**src/hdl/lac_pkg.sv**
```systemverilog
// constants, types and link word layout for loopback activation control
// How it works
// - confirmed loop request: customer upstream goes active
// - customer raises layer2 ready with that switch
// - close loop only after downstream becomes active
// - looped B/D copy downstream, maintenance bits own
// - looped data to terminal, info4 with upstream switch
// - idle terminal keeps info2, no wake-up
// - loop command only after exchange frame sync
// - exchange goes active after upstream active, ready
// - exchange sends sync until transparency exists
// - loop release returns exchange to awaiting transparency
// - ready bit zero in active/loop: awaiting
// - synchronised customer sends active only when transparent or on a confirmed loop request
// - training silence over 480 ms returns idle
// - warm start 300 ms, 150 ms each
// - cold start 15 s, customer 5, exchange 10
// - start-up measured from wake until frame sync
// - cold units stay up after loop release
// - warm deactivate: deactivating, timer, deactivated report
package lac_pkg;
    localparam int BD_W = 18;
    localparam int M_W = 6;

    typedef enum logic [1:0] {
        LAC_SIG_NONE,
        LAC_SIG_SYNC,
        LAC_SIG_ACTIVE
    } lac_sig_t;

    // one frame word on the line, either direction
    typedef struct packed {
        lac_sig_t sig;
        logic layer2_ready_bit;
        logic keep_on;
        logic loop_cmd;
        logic [BD_W-1:0] bd;
        logic [M_W-1:0] maint;
    } lac_word_t;

    localparam longint unsigned CLK_KHZ = 64'd200000;
    localparam longint unsigned SILENCE_MS = 64'd480;
    localparam longint unsigned LAST_SIGNAL_MS = 64'd40;
    localparam longint unsigned WARM_TOTAL_MS = 64'd300;
    localparam longint unsigned WARM_SIDE_MS = WARM_TOTAL_MS / 64'd2;
    localparam longint unsigned COLD_TOTAL_MS = 64'd15000;
    localparam longint unsigned COLD_CUST_MS = 64'd5000;
    localparam longint unsigned COLD_EXCH_MS = COLD_TOTAL_MS - COLD_CUST_MS;

    localparam logic [31:0] SILENCE_CYC = 32'(SILENCE_MS * CLK_KHZ);
    localparam logic [31:0] LAST_SIGNAL_CYC = 32'(LAST_SIGNAL_MS * CLK_KHZ);
    localparam logic [31:0] WARM_SIDE_CYC = 32'(WARM_SIDE_MS * CLK_KHZ);
    localparam logic [31:0] COLD_CUST_CYC = 32'(COLD_CUST_MS * CLK_KHZ);
    localparam logic [31:0] COLD_EXCH_CYC = 32'(COLD_EXCH_MS * CLK_KHZ);

    localparam logic [1:0] SYNC_WORDS = 2'h3;
    localparam logic [1:0] CONFIRM_WORDS = 2'h3;
    localparam logic [1:0] DEACT_WORDS = 2'h3;
    localparam logic [1:0] FIFO_DEPTH = 2'h2;
endpackage

```
**src/hdl/lac_link_if.sv**
```systemverilog
// line link between exchange end and customer end
`timescale 1ns/1ps
interface lac_link_if;
    logic dn_valid;
    logic dn_ready;
    lac_pkg::lac_word_t dn_word;
    logic up_valid;
    logic up_ready;
    lac_pkg::lac_word_t up_word;

    modport exch (
        output dn_valid,
        output dn_word,
        input dn_ready,
        input up_valid,
        input up_word,
        output up_ready
    );

    modport cust (
        input dn_valid,
        input dn_word,
        output dn_ready,
        output up_valid,
        output up_word,
        input up_ready
    );
endinterface

```
**src/hdl/lac_customer_end.sv**
```systemverilog
// customer side transceiver: active signal, layer2 ready bit and transparent loop
`timescale 1ns/1ps
module lac_customer_end #(
    parameter logic [31:0] P_WARM_BUDGET_CYC = lac_pkg::WARM_SIDE_CYC,
    parameter logic [31:0] P_COLD_BUDGET_CYC = lac_pkg::COLD_CUST_CYC
) (
    input wire logic clk_sys,
    input wire logic reset_n,
    lac_link_if.cust link,
    input wire logic loop_enable,
    input wire logic term_active,
    input wire logic layer2_ready,
    input wire logic warm_start,
    input wire logic [lac_pkg::BD_W-1:0] tx_bd,
    input wire logic [lac_pkg::M_W-1:0] tx_maint,
    output logic tx_taken,
    output logic te_valid,
    input wire logic te_ready,
    output logic [lac_pkg::BD_W-1:0] te_bd,
    output logic te_info4,
    output logic synchronised,
    output logic loop_closed,
    output logic budget_overrun
);
    import lac_pkg::*;

    typedef enum logic [2:0] {
        CUST_IDLE_STATE,
        CUST_ACQUIRING_STATE,
        CUSTOMER_SYNCHRONISED_STATE,
        CUST_ACTIVE_STATE,
        CUST_LOOP_PENDING_STATE,
        CUST_LOOP_CLOSED_STATE
    } lac_cu_state_t;

    lac_cu_state_t st_reg, st_next;
    logic [1:0] cnt_reg, cnt_next;
    logic [1:0] conf_reg, conf_next;
    logic [31:0] bud_reg, bud_next;
    logic over_reg, over_next;
    logic info4_reg, info4_next;
    logic up_valid_reg, up_valid_next;
    lac_word_t up_word_reg, up_word_next;
    lac_word_t fifo_mem_reg [2];
    lac_word_t fifo_mem_next [2];
    logic wr_idx_reg, wr_idx_next;
    logic rd_idx_reg, rd_idx_next;
    logic [1:0] fill_reg, fill_next;
    lac_word_t head, loop_word;
    logic push, pop, head_valid, looped, up_acc, present, transparent;
    logic [31:0] budget;

    // two-entry buffer on the downstream path; a stalled drain backs up to the exchange
    assign link.dn_ready = (fill_reg != FIFO_DEPTH);
    assign push = link.dn_valid && link.dn_ready;
    assign head = fifo_mem_reg[rd_idx_reg];
    assign head_valid = (fill_reg != 2'h0);
    assign looped = (st_reg == CUST_LOOP_CLOSED_STATE);
    assign present = push && (link.dn_word.sig != LAC_SIG_NONE);
    assign transparent = term_active && layer2_ready;
    assign budget = warm_start ? P_WARM_BUDGET_CYC : P_COLD_BUDGET_CYC;

    always_comb begin
        loop_word = up_word_reg;
        loop_word.sig = LAC_SIG_ACTIVE;
        loop_word.layer2_ready_bit = 1'b1;
        loop_word.keep_on = 1'b1;
        loop_word.loop_cmd = 1'b0;
        loop_word.bd = head.bd;
    end

    // while looped the upstream stream is the buffer itself
    assign link.up_valid = looped ? head_valid : up_valid_reg;
    assign link.up_word = looped ? loop_word : up_word_reg;
    assign up_acc = link.up_valid && link.up_ready;
    // looped words drain upstream; the terminal sees a copy and cannot stall the loop
    assign pop = head_valid && (looped ? up_acc : te_ready);

    always_comb begin
        fifo_mem_next = fifo_mem_reg;
        wr_idx_next = wr_idx_reg;
        rd_idx_next = rd_idx_reg;
        fill_next = fill_reg;
        if (push) begin
            fifo_mem_next[wr_idx_reg] = link.dn_word;
            wr_idx_next = !wr_idx_reg;
        end
        if (pop) begin
            rd_idx_next = !rd_idx_reg;
        end
        if (push && !pop) begin
            fill_next = fill_reg + 2'h1;
        end else if (pop && !push) begin
            fill_next = fill_reg - 2'h1;
        end
    end

    always_comb begin
        st_next = st_reg;
        cnt_next = cnt_reg;
        conf_next = conf_reg;
        bud_next = bud_reg;
        over_next = 1'b0;
        if (st_reg == CUST_ACQUIRING_STATE && bud_reg != 32'hffffffff) begin
            bud_next = bud_reg + 32'h1;
            over_next = (bud_reg == budget);
        end
        if (st_reg inside {CUSTOMER_SYNCHRONISED_STATE, CUST_ACTIVE_STATE} && push) begin
            if (link.dn_word.loop_cmd && loop_enable) begin
                conf_next = conf_reg + 2'h1;
            end else begin
                conf_next = 2'h0;
            end
        end
        case (st_reg)
            CUST_IDLE_STATE: begin
                if (present) begin
                    st_next = CUST_ACQUIRING_STATE;
                    cnt_next = 2'h0;
                    bud_next = 32'h0;
                    conf_next = 2'h0;
                end
            end
            CUST_ACQUIRING_STATE: begin
                if (present) begin
                    cnt_next = cnt_reg + 2'h1;
                    if (cnt_reg == SYNC_WORDS - 2'h1) begin
                        st_next = CUSTOMER_SYNCHRONISED_STATE;
                    end
                end
            end
            CUSTOMER_SYNCHRONISED_STATE, CUST_ACTIVE_STATE: begin
                if (push && link.dn_word.loop_cmd && loop_enable && conf_reg == CONFIRM_WORDS - 2'h1) begin
                    st_next = CUST_LOOP_PENDING_STATE;
                end else if (st_reg == CUSTOMER_SYNCHRONISED_STATE && transparent) begin
                    st_next = CUST_ACTIVE_STATE;
                end else if (st_reg == CUST_ACTIVE_STATE && !transparent) begin
                    st_next = CUSTOMER_SYNCHRONISED_STATE;
                end
            end
            CUST_LOOP_PENDING_STATE: begin
                if (!loop_enable || (push && !link.dn_word.loop_cmd)) begin
                    st_next = CUSTOMER_SYNCHRONISED_STATE;
                end else if (push && link.dn_word.sig == LAC_SIG_ACTIVE) begin
                    st_next = CUST_LOOP_CLOSED_STATE;
                end
            end
            CUST_LOOP_CLOSED_STATE: begin
                if (!loop_enable || (push && !link.dn_word.loop_cmd)) begin
                    st_next = CUSTOMER_SYNCHRONISED_STATE;
                end
            end
            default: begin
                st_next = CUST_IDLE_STATE;
            end
        endcase
        // a silent word downstream means the line dropped
        if (st_reg != CUST_IDLE_STATE && push && link.dn_word.sig == LAC_SIG_NONE) begin
            st_next = CUST_IDLE_STATE;
        end
        if (st_next inside {CUST_IDLE_STATE, CUST_ACQUIRING_STATE, CUST_LOOP_PENDING_STATE,
            CUST_LOOP_CLOSED_STATE}) begin
            conf_next = 2'h0;
        end
    end

    // terminal info4 starts with the upstream active signal, idle terminal stays on info2
    always_comb begin
        info4_next = (st_next == CUST_ACTIVE_STATE) ||
            ((st_next inside {CUST_LOOP_PENDING_STATE, CUST_LOOP_CLOSED_STATE}) && term_active);
    end

    // own upstream word; refreshed during the loop so own maintenance bits stay current
    always_comb begin
        up_valid_next = up_valid_reg;
        up_word_next = up_word_reg;
        if (!up_valid_reg || looped || up_acc) begin
            up_valid_next = (st_next != CUST_IDLE_STATE);
            up_word_next.sig = (st_next inside {CUST_ACTIVE_STATE, CUST_LOOP_PENDING_STATE,
                CUST_LOOP_CLOSED_STATE}) ? LAC_SIG_ACTIVE : LAC_SIG_SYNC;
            up_word_next.layer2_ready_bit = st_next inside {CUST_ACTIVE_STATE, CUST_LOOP_PENDING_STATE,
                CUST_LOOP_CLOSED_STATE};
            up_word_next.keep_on = 1'b1;
            up_word_next.loop_cmd = 1'b0;
            up_word_next.bd = tx_bd;
            up_word_next.maint = tx_maint;
        end
    end

    always_ff @(posedge clk_sys) begin
        if (!reset_n) begin
            st_reg <= CUST_IDLE_STATE;
            cnt_reg <= 2'h0;
            conf_reg <= 2'h0;
            bud_reg <= 32'h0;
            over_reg <= 1'b0;
            info4_reg <= 1'b0;
            up_valid_reg <= 1'b0;
            up_word_reg <= '0;
            fifo_mem_reg[0] <= '0;
            fifo_mem_reg[1] <= '0;
            wr_idx_reg <= 1'b0;
            rd_idx_reg <= 1'b0;
            fill_reg <= 2'h0;
        end else begin
            st_reg <= st_next;
            cnt_reg <= cnt_next;
            conf_reg <= conf_next;
            bud_reg <= bud_next;
            over_reg <= over_next;
            info4_reg <= info4_next;
            up_valid_reg <= up_valid_next;
            up_word_reg <= up_word_next;
            fifo_mem_reg <= fifo_mem_next;
            wr_idx_reg <= wr_idx_next;
            rd_idx_reg <= rd_idx_next;
            fill_reg <= fill_next;
        end
    end

    assign tx_taken = !looped && up_acc;
    assign te_valid = head_valid;
    assign te_bd = head.bd;
    assign te_info4 = info4_reg;
    assign synchronised = !(st_reg inside {CUST_IDLE_STATE, CUST_ACQUIRING_STATE});
    assign loop_closed = looped;
    assign budget_overrun = over_reg;
endmodule

```
**src/flat_wrapper.sv**
```systemverilog
// flat-port wrapper written by rule: the top's interface ports become plain ports
module lac_customer_end_flat import lac_pkg::*;
#(
    parameter logic [31:0] P_WARM_BUDGET_CYC = lac_pkg::WARM_SIDE_CYC,
    parameter logic [31:0] P_COLD_BUDGET_CYC = lac_pkg::COLD_CUST_CYC
)
  (clk_sys, reset_n, loop_enable, term_active, layer2_ready, warm_start, tx_bd, tx_maint, tx_taken, te_valid, te_ready, te_bd, te_info4, synchronised, loop_closed, budget_overrun, link_dn_valid, link_dn_word, link_dn_ready, link_up_valid, link_up_word, link_up_ready);
  lac_link_if link_i ();
  input wire logic clk_sys;
  input wire logic reset_n;
  input wire logic loop_enable;
  input wire logic term_active;
  input wire logic layer2_ready;
  input wire logic warm_start;
  input wire logic [lac_pkg::BD_W-1:0] tx_bd;
  input wire logic [lac_pkg::M_W-1:0] tx_maint;
  output logic tx_taken;
  output logic te_valid;
  input wire logic te_ready;
  output logic [lac_pkg::BD_W-1:0] te_bd;
  output logic te_info4;
  output logic synchronised;
  output logic loop_closed;
  output logic budget_overrun;
  input wire logic [$bits(link_i.dn_valid)-1:0] link_dn_valid;
  input wire logic [$bits(link_i.dn_word)-1:0] link_dn_word;
  output wire logic [$bits(link_i.dn_ready)-1:0] link_dn_ready;
  output wire logic [$bits(link_i.up_valid)-1:0] link_up_valid;
  output wire logic [$bits(link_i.up_word)-1:0] link_up_word;
  input wire logic [$bits(link_i.up_ready)-1:0] link_up_ready;
  assign link_i.dn_valid = link_dn_valid;
  assign link_i.dn_word = link_dn_word;
  assign link_dn_ready = link_i.dn_ready;
  assign link_up_valid = link_i.up_valid;
  assign link_up_word = link_i.up_word;
  assign link_i.up_ready = link_up_ready;
  lac_customer_end #(.P_WARM_BUDGET_CYC(P_WARM_BUDGET_CYC), .P_COLD_BUDGET_CYC(P_COLD_BUDGET_CYC)) u_core (.clk_sys(clk_sys), .reset_n(reset_n), .link(link_i), .loop_enable(loop_enable), .term_active(term_active), .layer2_ready(layer2_ready), .warm_start(warm_start), .tx_bd(tx_bd), .tx_maint(tx_maint), .tx_taken(tx_taken), .te_valid(te_valid), .te_ready(te_ready), .te_bd(te_bd), .te_info4(te_info4), .synchronised(synchronised), .loop_closed(loop_closed), .budget_overrun(budget_overrun));
endmodule
```
**config.mk**
```make
export PLATFORM = sky130hd
export DESIGN_NAME = lac_customer_end_flat
export DESIGN_NICKNAME = d
export VERILOG_FILES = /design/src/hdl/lac_pkg.sv /design/src/hdl/lac_link_if.sv /design/src/hdl/lac_customer_end.sv /design/src/flat_wrapper.sv
export SDC_FILE = /design/constraint.sdc
export NUM_CORES = 1
export LEC_CHECK = 0
export BUFFER_PORTS_ARGS = -buffer_cell sky130_fd_sc_hd__buf_4
export CELL_PAD_IN_SITES_DETAIL_PLACEMENT = 1
export CELL_PAD_IN_SITES_GLOBAL_PLACEMENT = 1
export CORE_MARGIN = 5
export CORE_UTILIZATION = 39
export CTS_CLUSTER_SIZE = 30
export DETAILED_ROUTE_END_ITERATION = 8
export PLACE_DENSITY = 0.89
export SKIP_LAST_GASP = 1
export SYNTH_ARGS = -nofsm -noshare
export SYNTH_HDL_FRONTEND = slang
export SYNTH_SLANG_ARGS = --single-unit
export TNS_END_PERCENT = 50
```
**constraint.sdc**
```tcl
create_clock -name clk_sys -period 3.1 [get_ports clk_sys]
set_clock_uncertainty 0.1 [all_clocks]
set_input_delay 0.155 -clock clk_sys [delete_from_list [all_inputs] [get_ports clk_sys]]
set_output_delay 0.155 -clock clk_sys [all_outputs]
set_load 0.01 [all_outputs]
```
* Yosys cells after proc, flatten, opt, wreduce, memory -nomap -nowiden
Index checks and enable logic that the tools add are counted.
Storage, ports and cells: bits in registers 132, input port bits 62, output and inout port bits 55, logic and storage cells 142
Cells by class: add/sub/neg operators 5, magnitude comparators 3, equal/unequal tests 17, muxes and demuxes 34, bitwise logic cells 3, reductions and logical operators 53
Operators with widths (number):
- 2-to-1 mux 32 bit | 3
- 2-to-1 mux 24 bit | 3
- bitwise mux 58 bit | 1
- 2-to-1 mux 29 bit | 2
- adder 32 x 1 -> 32 bit, second input constant | 1
- == test 32 bit | 1
- != test 32 bit, second input constant | 1
- 2-to-1 mux 3 bit | 10
- 2-to-1 mux 30 bit | 1
- demux 29 bit (select 1 bit) | 1
- logical AND 1 bit | 22
- 2-to-1 mux 2 bit | 9
- case mux 3 bit (5 select lines) | 1
- == test 3 bit, second input constant | 4
- nonzero test 2 bit | 6
- logical NOT 1 bit | 10
- == test 3 x 2 -> 1 bit, second input constant | 3
- nonzero test 3 bit | 3
- adder 2 x 1 -> 2 bit, second input constant | 3
- == test 2 bit, second input constant | 3
- == test 3 x 1 -> 1 bit, second input constant | 2
- logical NOT 3 bit | 2
- >= comparator 2 bit, second input constant | 2
- logical OR 1 bit | 4
- other kinds (13) | 17

* Depth between registers and ports, before layout
Gate-level depths: netlist (run 1).
word-level depth 12, depth in mapped cells 8, depth with buffers taken out 8

* Worst setup path after synthesis (run 1)
No wires, ideal clock.
path kind register to register, from register u_core.st_reg[2], to register u_core.bud_reg[29], library setup time 0.071 ns, arrival time 2.136 ns, required time 2.929 ns, setup slack 0.793 ns, cell stages (with the launch flop) 7, buffers on the path 1, clock period less this slack 2.307 ns, cell sequence dfxtp_1 buf_2 or3b_4 or3_1 a311o_1 or4_1 a21oi_1
On the way: cells in the longest elaborated chain, start to end 5, elaborated cells between the ends (all ways) 6, classes of those cells 1 x eq/ne; 3 x mux; 2 x reduce/logical
RTL lines:
- from (decl) | line lac_customer_end.sv:36 | lac_cu_state_t st_reg, st_next;
- from (signal assigned) | line lac_customer_end.sv:206 | st_reg <= st_next;
- == test 3 x 1 -> 1 bit | line lac_customer_end.sv:104 | if (st_reg == CUST_ACQUIRING_STATE && bud_reg != 32'hffffffff) begin
- logical AND 1 bit | line lac_customer_end.sv:104
- 2-to-1 mux 32 bit | line lac_customer_end.sv:104
- 2-to-1 mux 32 bit | line lac_customer_end.sv:117 | if (present) begin
- 2-to-1 mux 32 bit * | line lac_customer_end.sv:115 | case (st_reg)
- to (signal assigned) | line lac_customer_end.sv:209 | bud_reg <= bud_next;
- to (decl) | line lac_customer_end.sv:39 | logic [31:0] bud_reg, bud_next;
Mark *: on every way between the ends. The rest lies on a longest branch, timed or not. A chain may end at the register's enable or synchronous reset.

* Final worst setup path (run 1)
from register u_core.st_reg[1], to output link_up_word[7]
On the way: cells in the longest elaborated chain, start to end 2
RTL lines:
- == test 3 bit | line lac_customer_end.sv:58 | assign looped = (st_reg == CUST_LOOP_CLOSED_STATE);
- 2-to-1 mux 29 bit | line lac_customer_end.sv:74 | assign link.up_word = looped ? loop_word : up_word_reg;
- to (decl) | line flat_wrapper.sv:29 | output wire logic [$bits(link_i.up_word)-1:0] link_up_word;
No other way between the ends.

==> impl_metrics.py, run 1 <==
metrics = {
    "final_layout": {
        "layout.cells.non_filler": 997,
        "final_cell_area_um2": 6842,
        "syn2layout_area_growth_pct": 31.10,
        "final_core_util_pct": 51.87,
        "multiInputGateArea_um2": 2769,
        "seq_area_um2": 2182,
        "drive_gt1_share_pct": 20.00,
        "final_cell_mix": "nand2_1 (204), buf_4 (116), dfxtp_1 (109), a21oi_1 (87), dlygate4sd3_1 (45)",
        "fin_nets": 882,
        "n_fill_cell": 1613,
        "largest_reg_flops": 36,
        "layout_commonest_cell": "nand2_1",
    },
    "die": {
        "initial_core_util_pct": 39.57,
        "coreArea_um2": 13190,
        "num_io_pins": 117,
        "die_x_um": 125.7,
        "rows": 42,
        "dieArea_um2": 15800,
        "die_h_um": 125.7,
    },
    "pwr": {
        "fin_total_pwr_mw": 3.691,
        "p_leak_nw": 2.802,
        "p_per_area_nw_per_um2": 539.5,
        "irDropWorstVdd_mv": 0.2631,
        "switchingPower_mw": 1.226,
        "p_clk_share_pct": 31.2,
        "seq_power_share_pct": 44.0,
        "p_comb_share_pct": 24.8,
        "sw_frac_of_total_pct": 33.21,
        "intPower_mw": 2.465,
    },
    "grt": {
        "grt_use_total_pct": 23.84,
        "grt_pass1_wl_um": 30730,
        "grt_pass1_vias": 5967,
        "grt-ovfl-total": 0,
        "antenna_found_initial": 1,
        "grt_max_degree": 70,
    },
    "timing": {
        "finalSetupViolCount": 0,
        "hold_violations": 0,
        "max_clock_freq_mhz": 360.8,
        "slew_headroom_pct": 32.15,
        "fin_crit_ns": 2.772,
        "worstMarginPinSlew_ns": 1.016,
        "final.period_utilization_pct": 89.41,
        "rsz0062_at_grt": "false",
        "finalSetupTns_ns": 0,
        "drv_slew": 0,
    },
    "worst_setup_path": {
        "worstPathRequired_ns": 2.84,
        "cp-start-kind": "flop",
        "crit_path_end_kind": "output pin",
        "crit_fanout": 23,
        "path_class": "flop to output pin",
        "cp.arrival_ns": 2.52,
    },
    "synth": {
        "synth_area_leaders": "dfxtp_1 (42%), nand2_1 (15%), a21oi_1 (8.3%), mux2_2 (4.1%), clkbuf_1 (2.4%)",
        "ys_types": 50,
        "post_synth.cell_area_avg_um2": 7.574,
        "ys_ff_latch": 109,
        "yosysTopAreaCellShare_pct": 41.81,
        "synthArstFlopShare_pct": 0,
        "ys_warn_count": 0,
        "syn_nets": 756,
        "synth_enable_flop_cells": 0,
        "syn-cell-area_um2": 5219,
        "synth_ff_type": "dfxtp_1",
        "syn_inst": 689,
        "seq_area_frac_synth_pct": 41.81,
        "yosysTopAreaCell": "dfxtp_1",
    },
    "clock_network": {
        "cts_buffer_depth": 2,
        "clk_latency_ns": 0.37,
        "cts-buffers-inserted": 9,
        "htree_num_levels": 3,
        "cts_sinks": 109,
        "cts-root-buf": "clkbuf_16",
        "cts_tree": "yes",
        "ctsResizeCount": 0,
        "clk_transition_reported_paths_ns": 0.09,
    },
    "placement": {
        "dp_hpwl_um": 12360,
        "portBuffers": 107,
        "dpl_cell_area_um2": 6106,
        "dp_cells": 935,
        "gp_congestion": 0.9098,
    },
    "run": {
        "cap_violations": 0,
    },
    "worst_hold_path": {
        "holdCritPathClass": "primary input to flop",
    },
    "route": {
        "vias_per_cell": 5.533,
        "drtAntennaViolNets": 0,
        "dr.pass1.iters": 4,
        "wirelength_um": 19050,
        "wl_per_cell_um": 19.11,
        "num_vias": 5516,
        "drt_iter0_drc": 325,
        "drc": 0,
    },
    "outcome": {
        "status": "completed",
    },
}
## worst max-delay path, stage by stage, from the launching register on
cell and delay, ns:
dfxtp_1 0.51, nand3b_1 0.25, buf_4 0.31, clkinv_1 0.56, nand2_1 0.28, nand2_1 0.09
buf_4 0.16
## synth_stat cells, types with 2 or more instances
cell      instances
a211o_1           3
a21oi_1          87
a31o_2            3
a31oi_1           9
a41o_1            2
a41oi_1           6
and2_1            3
and3_1            8
and4_1            3
buf_2             3
buf_4             8
clkbuf_1         34
clkinv_1          2
dfxtp_1         109
ha_1              5
inv_1            15
mux2_2           19
mux2i_1           2
nand2_1         204
nand2b_1          6
nand3_1          23
nand3b_1          5
nand4_1           8
nor2_1           25
nor2b_1           4
nor3_1            4
nor4_1            8
nor4bb_1          3
o211ai_1          2
o21ai_0          20
o31ai_1           4
or2_2             5
or3_1            17
or4_1             6
xnor2_1           6
xor2_1            4
## power groups by stage
| stage | clock (mW) | sequential, mW | combinational (mW) |
|---|---|---|---|
| 2_1_floorplan | 0 | 1.58 | 0.523 |
| 3_3_place_gp | 0 | 1.63 | 0.794 |
| 3_5_place_dp | 0 | 1.65 | 0.830 |
| 4_1_cts | 1.15 | 1.62 | 0.895 |
| 5_1_grt | 1.24 | 1.63 | 0.984 |
| 6_report | 1.15 | 1.62 | 0.916 |
## area by class of cell
type	count	area share, %
repair buffers	161	19.31
clock buffers	9	3.292
clock inverters	7	0.8413
inverters	17	0.9327
diodes	1	0.03658
flip-flops and latches	109	31.89
well taps	176	3.219
multi-input cells	517	40.47
## path summary, 6_finish.rpt
check / cells after the start / slack, ns / endpoint / startpoint
worst max-delay path: 6 / 0.33 / link_up_word[7] / u_core.st_reg[1]
worst min-delay path: 3 / 0.001 / u_core.te_info4 / layer2_ready
worst max register to register: 5 / 0.42 / u_core.bud_reg[29] / u_core.st_reg[0]
worst min register to register: 2 / 0.35 / u_core.up_word_reg[23] / u_core.up_word_reg[23]
## stage by stage
step                      worst slack (ns)  hold WS [ns]
final                               0.3281      0.001276
after global routing                0.1734       0.01908
after CTS                           0.4325       0.01175
after detailed placement            0.4704        0.3103
after global placement              0.5203        0.3111
after floorplan                     0.7930        0.1711
## kinds of logic (layout without fill, tap and decap cells)
logic type / count (synthesis) / count (layout) / synth area share [%]
flops: 109 / 109 / 41.81
fa+ha+maj: 5 / 5 / 1.199
mux: 21 / 21 / 4.483
buf+inv: 63 / 194 / 5.178
simple gates: 338 / 338 / 29.90
xor+xnor: 10 / 10 / 1.678
compound gates: 142 / 142 / 15.68
other cells: 1 / 2 / 0.07186
## per-layer routing
metal	wire length (um)	global-route usage, %	vias up
li1	-	-	2610
met2	9598	42.64	166
met1	7839	27.26	2684
met4	810	11.80	0
met3	801	4.318	56
met5	0	0	-
## timing repair
action / in CTS / in global routing
hold endpoints to repair: 62 / 0
setup buffers: 0 / 0
hold buffers: 45 / 0
No activity file was read; power rests on OpenSTA's default activity.
==> run 2: changes to the inputs <==
--- a/config.mk
+++ b/config.mk
@@ -12,6 +12,7 @@
 export CORE_UTILIZATION = 39
 export CTS_CLUSTER_SIZE = 30
 export DETAILED_ROUTE_END_ITERATION = 8
+export MAX_ROUTING_LAYER = met4
 export PLACE_DENSITY = 0.89
 export SKIP_LAST_GASP = 1
 export SYNTH_ARGS = -nofsm -noshare
==> constraint.sdc (replaced) <==
create_clock -name clk_sys -period 2.75 [get_ports clk_sys]
set_clock_uncertainty 0.1 [all_clocks]
set_input_delay 0.1375 -clock clk_sys [delete_from_list [all_inputs] [get_ports clk_sys]]
set_output_delay 0.1375 -clock clk_sys [all_outputs]
set_load 0.01 [all_outputs]
==> run 2 against run 1 <==
Effect of this change: register-to-register slack got worse by 0.21 ns; clock-buffer cell count increased by 1; critical path type is now flop to flop; first-iteration DRC count increased by 26%; sequential cell count unchanged; highest routed layer unchanged; final area increased by 0.93%; non-clock buffer count increased by 8; critical endpoint is now u_core.bud_reg[29].
==> impl_metrics.py, run 2 (synthesis results as in run 1) <==
metrics = {
    "clock_network": {
        "clk_latency_ns": 0.36,
        "cts_sinks": 109,
        "cts_tree": "yes",
        "cts-buffers-inserted": 9,
        "postCtsSetupBuffers": 0,
        "cts_buffer_depth": 2,
        "cts-root-buf": "clkbuf_16",
        "htree_num_levels": 3,
        "clk_transition_reported_paths_ns": 0.07,
    },
    "die": {
        "initial_core_util_pct": 39.57,
        "die_x_um": 125.7,
        "rows": 42,
        "num_io_pins": 117,
        "dieArea_um2": 15800,
        "die_h_um": 125.7,
        "coreArea_um2": 13190,
    },
    "route": {
        "dr.pass1.iters": 5,
        "drc": 0,
        "wl_per_cell_um": 18.71,
        "num_vias": 5564,
        "vias_per_cell": 5.547,
        "drtAntennaViolNets": 0,
        "drt_iter0_drc": 411,
        "wirelength_um": 18770,
    },
    "final_layout": {
        "multiInputGateArea_um2": 2769,
        "final_core_util_pct": 52.35,
        "n_fill_cell": 1605,
        "syn2layout_area_growth_pct": 32.32,
        "drive_gt1_share_pct": 20.46,
        "layout_commonest_cell": "nand2_1",
        "seq_area_um2": 2182,
        "layout.cells.non_filler": 1003,
        "fin_nets": 890,
        "largest_reg_flops": 36,
        "final_cell_mix": "nand2_1 (204), buf_4 (123), dfxtp_1 (109), a21oi_1 (87), dlygate4sd3_1 (46)",
        "final_cell_area_um2": 6905,
    },
    "grt": {
        "grt_max_degree": 70,
        "grt-ovfl-total": 0,
        "antenna_found_initial": 1,
        "grt_pass1_wl_um": 30440,
        "grt_use_total_pct": 24.26,
        "grt_pass1_vias": 5980,
    },
    "worst_setup_path": {
        "cp.arrival_ns": 2.72,
        "worstPathRequired_ns": 2.93,
        "rr_startpoint": "u_core.st_reg[1]",
        "reg2reg_depth": 5,
        "crit_path_end_kind": "flop",
        "path_class": "flop to flop",
        "crit_fanout": 10,
        "startpoint": "u_core.st_reg[1]",
        "cp-start-kind": "flop",
    },
    "timing": {
        "max_clock_freq_mhz": 393.4,
        "drv_slew": 0,
        "final.period_utilization_pct": 92.43,
        "fin_crit_ns": 2.542,
        "finalSetupViolCount": 0,
        "worstMarginPinSlew_ns": 0.7552,
        "hold_violations": 0,
        "finalSetupTns_ns": 0,
        "slew_headroom_pct": 49.65,
        "fin_hold_ws_ns": 0.006324,
        "rsz0062_at_grt": "false",
    },
    "placement": {
        "gp_congestion": 0.8996,
        "portBuffers": 107,
        "dp_hpwl_um": 12640,
        "dp_cells": 942,
        "dpl_cell_area_um2": 6158,
    },
    "worst_hold_path": {
        "holdCritPathClass": "primary input to flop",
        "holdPathStages": 3,
        "worstHoldStart": "layer2_ready",
    },
    "outcome": {
        "status": "completed",
    },
    "pwr": {
        "p_leak_nw": 2.839,
        "p_per_area_nw_per_um2": 601.4,
        "irDropWorstVdd_mv": 0.2533,
    },
    "run": {
        "cap_violations": 0,
    },
}
==> run 2: report_power, final <==
group / leakage (nW) / switching, mW / internal (mW)
logic: 1.81 / 0.614 / 0.462
registers: 0.890 / 0.0788 / 1.70
clock network: 0.134 / 0.600 / 0.698
==> run 2: layout make-up <==
| cell class | instances | area share (%) |
|---|---|---|
| Antenna cell | 1 | 0.03624 |
| Clock buffer | 10 | 3.316 |
| Clock inverter | 4 | 0.7429 |
| Inverter | 17 | 0.9784 |
| Multi-Input combinational cell | 517 | 40.10 |
| Sequential cell | 109 | 31.60 |
| Tap cell | 176 | 3.189 |
| Timing Repair Buffer | 169 | 20.04 |
==> run 2: path summary, 6_finish.rpt <==
path                            slack [ns]                     end
worst max-delay path                  0.21      u_core.bud_reg[29]
worst min register to register        0.36  u_core.fifo_mem_reg[8]
worst min-delay path                 0.006         u_core.te_info4
worst max register to register        0.21      u_core.bud_reg[29]
==> run 2: worst max-delay path, cell delays in order (launching register included) <==
cell     delay (ns)
dfxtp_1        0.39
or3b_4         0.44
or3_1          0.43
a311o_1        0.41
or4_1          0.51
a21oi_1        0.18
==> run 2: metal layers <==
metal	track usage (%)	routed length, um	vias up	part of all wire [%]
met5	-	0	-	0
met2	44.08	10010	154	53
met1	26.79	7496	2740	40
met3	3.641	781	39	4.2
met4	8.992	487	0	2.6
li1	-	-	2631	-
==> run 2: per-stage QoR <==
stage	setup slack, ns	total power [mW]
after floorplan	0.4430	2.375
after global placement	0.3535	2.748
after detailed placement	0.2540	2.805
after CTS	0.1661	4.154
after global routing	0.1377	4.339
final	0.2083	4.153
==> run 2: repair_timing <==
action,in CTS,in global routing
endpoints found under the setup margin,0,13
endpoints found under the hold margin,64,0
hold buffers,46,0
resized for setup,0,1
==> run 3: changes to the inputs <==
--- a/config.mk
+++ b/config.mk
@@ -14,6 +14,7 @@
 export DETAILED_ROUTE_END_ITERATION = 8
 export MAX_ROUTING_LAYER = met4
 export PLACE_DENSITY = 0.89
+export RECOVER_POWER = 100
 export SKIP_LAST_GASP = 1
 export SYNTH_ARGS = -nofsm -noshare
 export SYNTH_HDL_FRONTEND = slang
==> run 3 against run 2 <==
Effect of this change: global-route usage is the same; first-iteration DRC count fell by 10%; highest routed layer unchanged; sequential power is essentially flat; non-clock buffer count unchanged.
==> impl_metrics.py, run 3 (synthesis results as in run 1) <==
metrics = {
    "worst_hold_path": {
        "holdCritPathClass": "primary input to flop",
        "min_to": "u_core.te_info4",
        "holdPathStages": 3,
        "worstHoldStart": "layer2_ready",
    },
    "clock_network": {
        "cts_buffer_depth": 2,
        "postCtsSetupBuffers": 0,
        "cts_tree": "yes",
        "cts_sinks": 109,
        "clk_latency_ns": 0.36,
        "cts-buffers-inserted": 9,
        "htree_num_levels": 3,
        "cts-root-buf": "clkbuf_16",
        "clk_transition_reported_paths_ns": 0.08,
    },
    "grt": {
        "grt_max_degree": 70,
        "grt-ovfl-total": 0,
        "grt_pass1_vias": 5980,
        "antenna_found_initial": 1,
        "grt_use_total_pct": 24.26,
        "grt_pass1_wl_um": 30440,
    },
    "timing": {
        "fin_crit_ns": 2.620,
        "worstMarginPinSlew_ns": 1.141,
        "drv_slew": 0,
        "rsz0062_at_grt": "false",
        "final.period_utilization_pct": 95.26,
        "hold_violations": 0,
        "finalSetupTns_ns": 0,
        "finalSetupViolCount": 0,
        "slew_headroom_pct": 23.95,
        "max_clock_freq_mhz": 381.7,
    },
    "pwr": {
        "p_leak_nw": 2.696,
        "p_per_area_nw_per_um2": 606.6,
        "irDropWorstVdd_mv": 0.2563,
    },
    "route": {
        "drc": 0,
        "wl_per_cell_um": 18.81,
        "wirelength_um": 18860,
        "vias_per_cell": 5.514,
        "dr.pass1.iters": 4,
        "num_vias": 5531,
        "drt_iter0_drc": 370,
        "drtAntennaViolNets": 0,
    },
    "die": {
        "die_x_um": 125.7,
        "initial_core_util_pct": 39.57,
        "die_h_um": 125.7,
        "num_io_pins": 117,
        "coreArea_um2": 13190,
        "dieArea_um2": 15800,
        "rows": 42,
    },
    "worst_setup_path": {
        "worstPathRequired_ns": 2.51,
        "crit_fanout": 18,
        "reg2reg_depth": 5,
        "crit_path_end_kind": "output pin",
        "path_class": "flop to output pin",
        "rr_startpoint": "u_core.st_reg[1]",
        "regToRegSetupSlack_ns": 0.18,
        "cp-start-kind": "flop",
        "cp.arrival_ns": 2.38,
        "r2r_end": "u_core.bud_reg[29]",
    },
    "final_layout": {
        "n_fill_cell": 1631,
        "final_core_util_pct": 51.29,
        "syn2layout_area_growth_pct": 29.63,
        "layout_commonest_cell": "nand2_1",
        "largest_reg_flops": 36,
        "drive_gt1_share_pct": 15.38,
        "seq_area_um2": 2182,
        "multiInputGateArea_um2": 2766,
        "final_cell_mix": "nand2_1 (204), dfxtp_1 (109), a21oi_1 (87), buf_4 (86), dlygate4sd3_1 (46)",
        "fin_nets": 890,
    },
    "placement": {
        "dp_hpwl_um": 12640,
        "portBuffers": 107,
        "gp_congestion": 0.8996,
    },
    "outcome": {
        "status": "completed",
    },
    "run": {
        "cap_violations": 0,
    },
}
## run 3: per-stage QoR
| stage | total power, mW | std cells | setup slack (ns) | instance area [um^2] | hold WS (ns) |
|---|---|---|---|---|---|
| 2_1_floorplan | 2.375 | 689 | 0.4430 | 5219 | 0.1536 |
| 3_3_place_gp | 2.748 | 942 | 0.3535 | 6158 | 0.2938 |
| 3_5_place_dp | 2.805 | 942 | 0.2540 | 6158 | 0.3007 |
| 4_1_cts | 4.154 | 1002 | 0.1661 | 6899 | 0.01131 |
| 5_1_grt | 4.286 | 1003 | 0.07109 | 6765 | 0.03895 |
| 6_report | 4.104 | 1003 | 0.1304 | 6765 | 0.005455 |
## run 3: worst max path at each step
stage	from	end	slack, ns	depth (start not counted)
5_1_grt	u_core.st_reg[1]	u_core.bud_reg[29]	0.07	5
2_1_floorplan	u_core.st_reg[2]	u_core.bud_reg[29]	0.44	6
6_report	u_core.rd_idx_reg	link_up_word[8]	0.13	5
3_5_place_dp	u_core.st_reg[1]	u_core.bud_reg[29]	0.25	5
3_3_place_gp	u_core.st_reg[1]	u_core.bud_reg[29]	0.35	5
4_1_cts	u_core.st_reg[1]	link_up_word[9]	0.17	6
## run 3: power breakdown
group	internal, mW	leakage, nW	switching, mW
logic	0.409	1.67	0.617
clock network	0.698	0.134	0.602
registers	1.70	0.890	0.0782
total	2.81	2.70	1.30
## run 3: repair_timing
action                                 4_1_cts  5_1_grt
hold buffers                                46        0
resized for setup                            0        1
endpoints found under the hold margin       64        0
setup endpoints to repair                    0       13
## run 3: worst max-delay path, cell delays in order (launching register included)
cell and delay [ns]:
dfxtp_1 0.36, clkbuf_1 0.85, mux2_2 0.46, nand2_1 0.10, nand2_1 0.10, clkbuf_2 0.15
## run 3: final cells by class
type | instances | area share (%)
inverters | 17 | 0.9987
multi-input cells | 517 | 40.89
flip-flops and latches | 109 | 32.25
diodes | 1 | 0.03699
clock inverters | 4 | 0.7583
clock buffers | 10 | 3.385
repair buffers | 169 | 18.42
well taps | 176 | 3.255
## run 3: metal layers
layer  global-route usage, %  part of all wire (%)  wire length, um  vias to the layer above
met3                   3.641                   3.9              727                       35
met1                   26.79                    40             7583                     2723
met5                       -                     0                0                        -
met2                   44.08                    53            10090                      139
met4                   8.992                   2.5              466                        0
li1                        -                     -                -                     2634
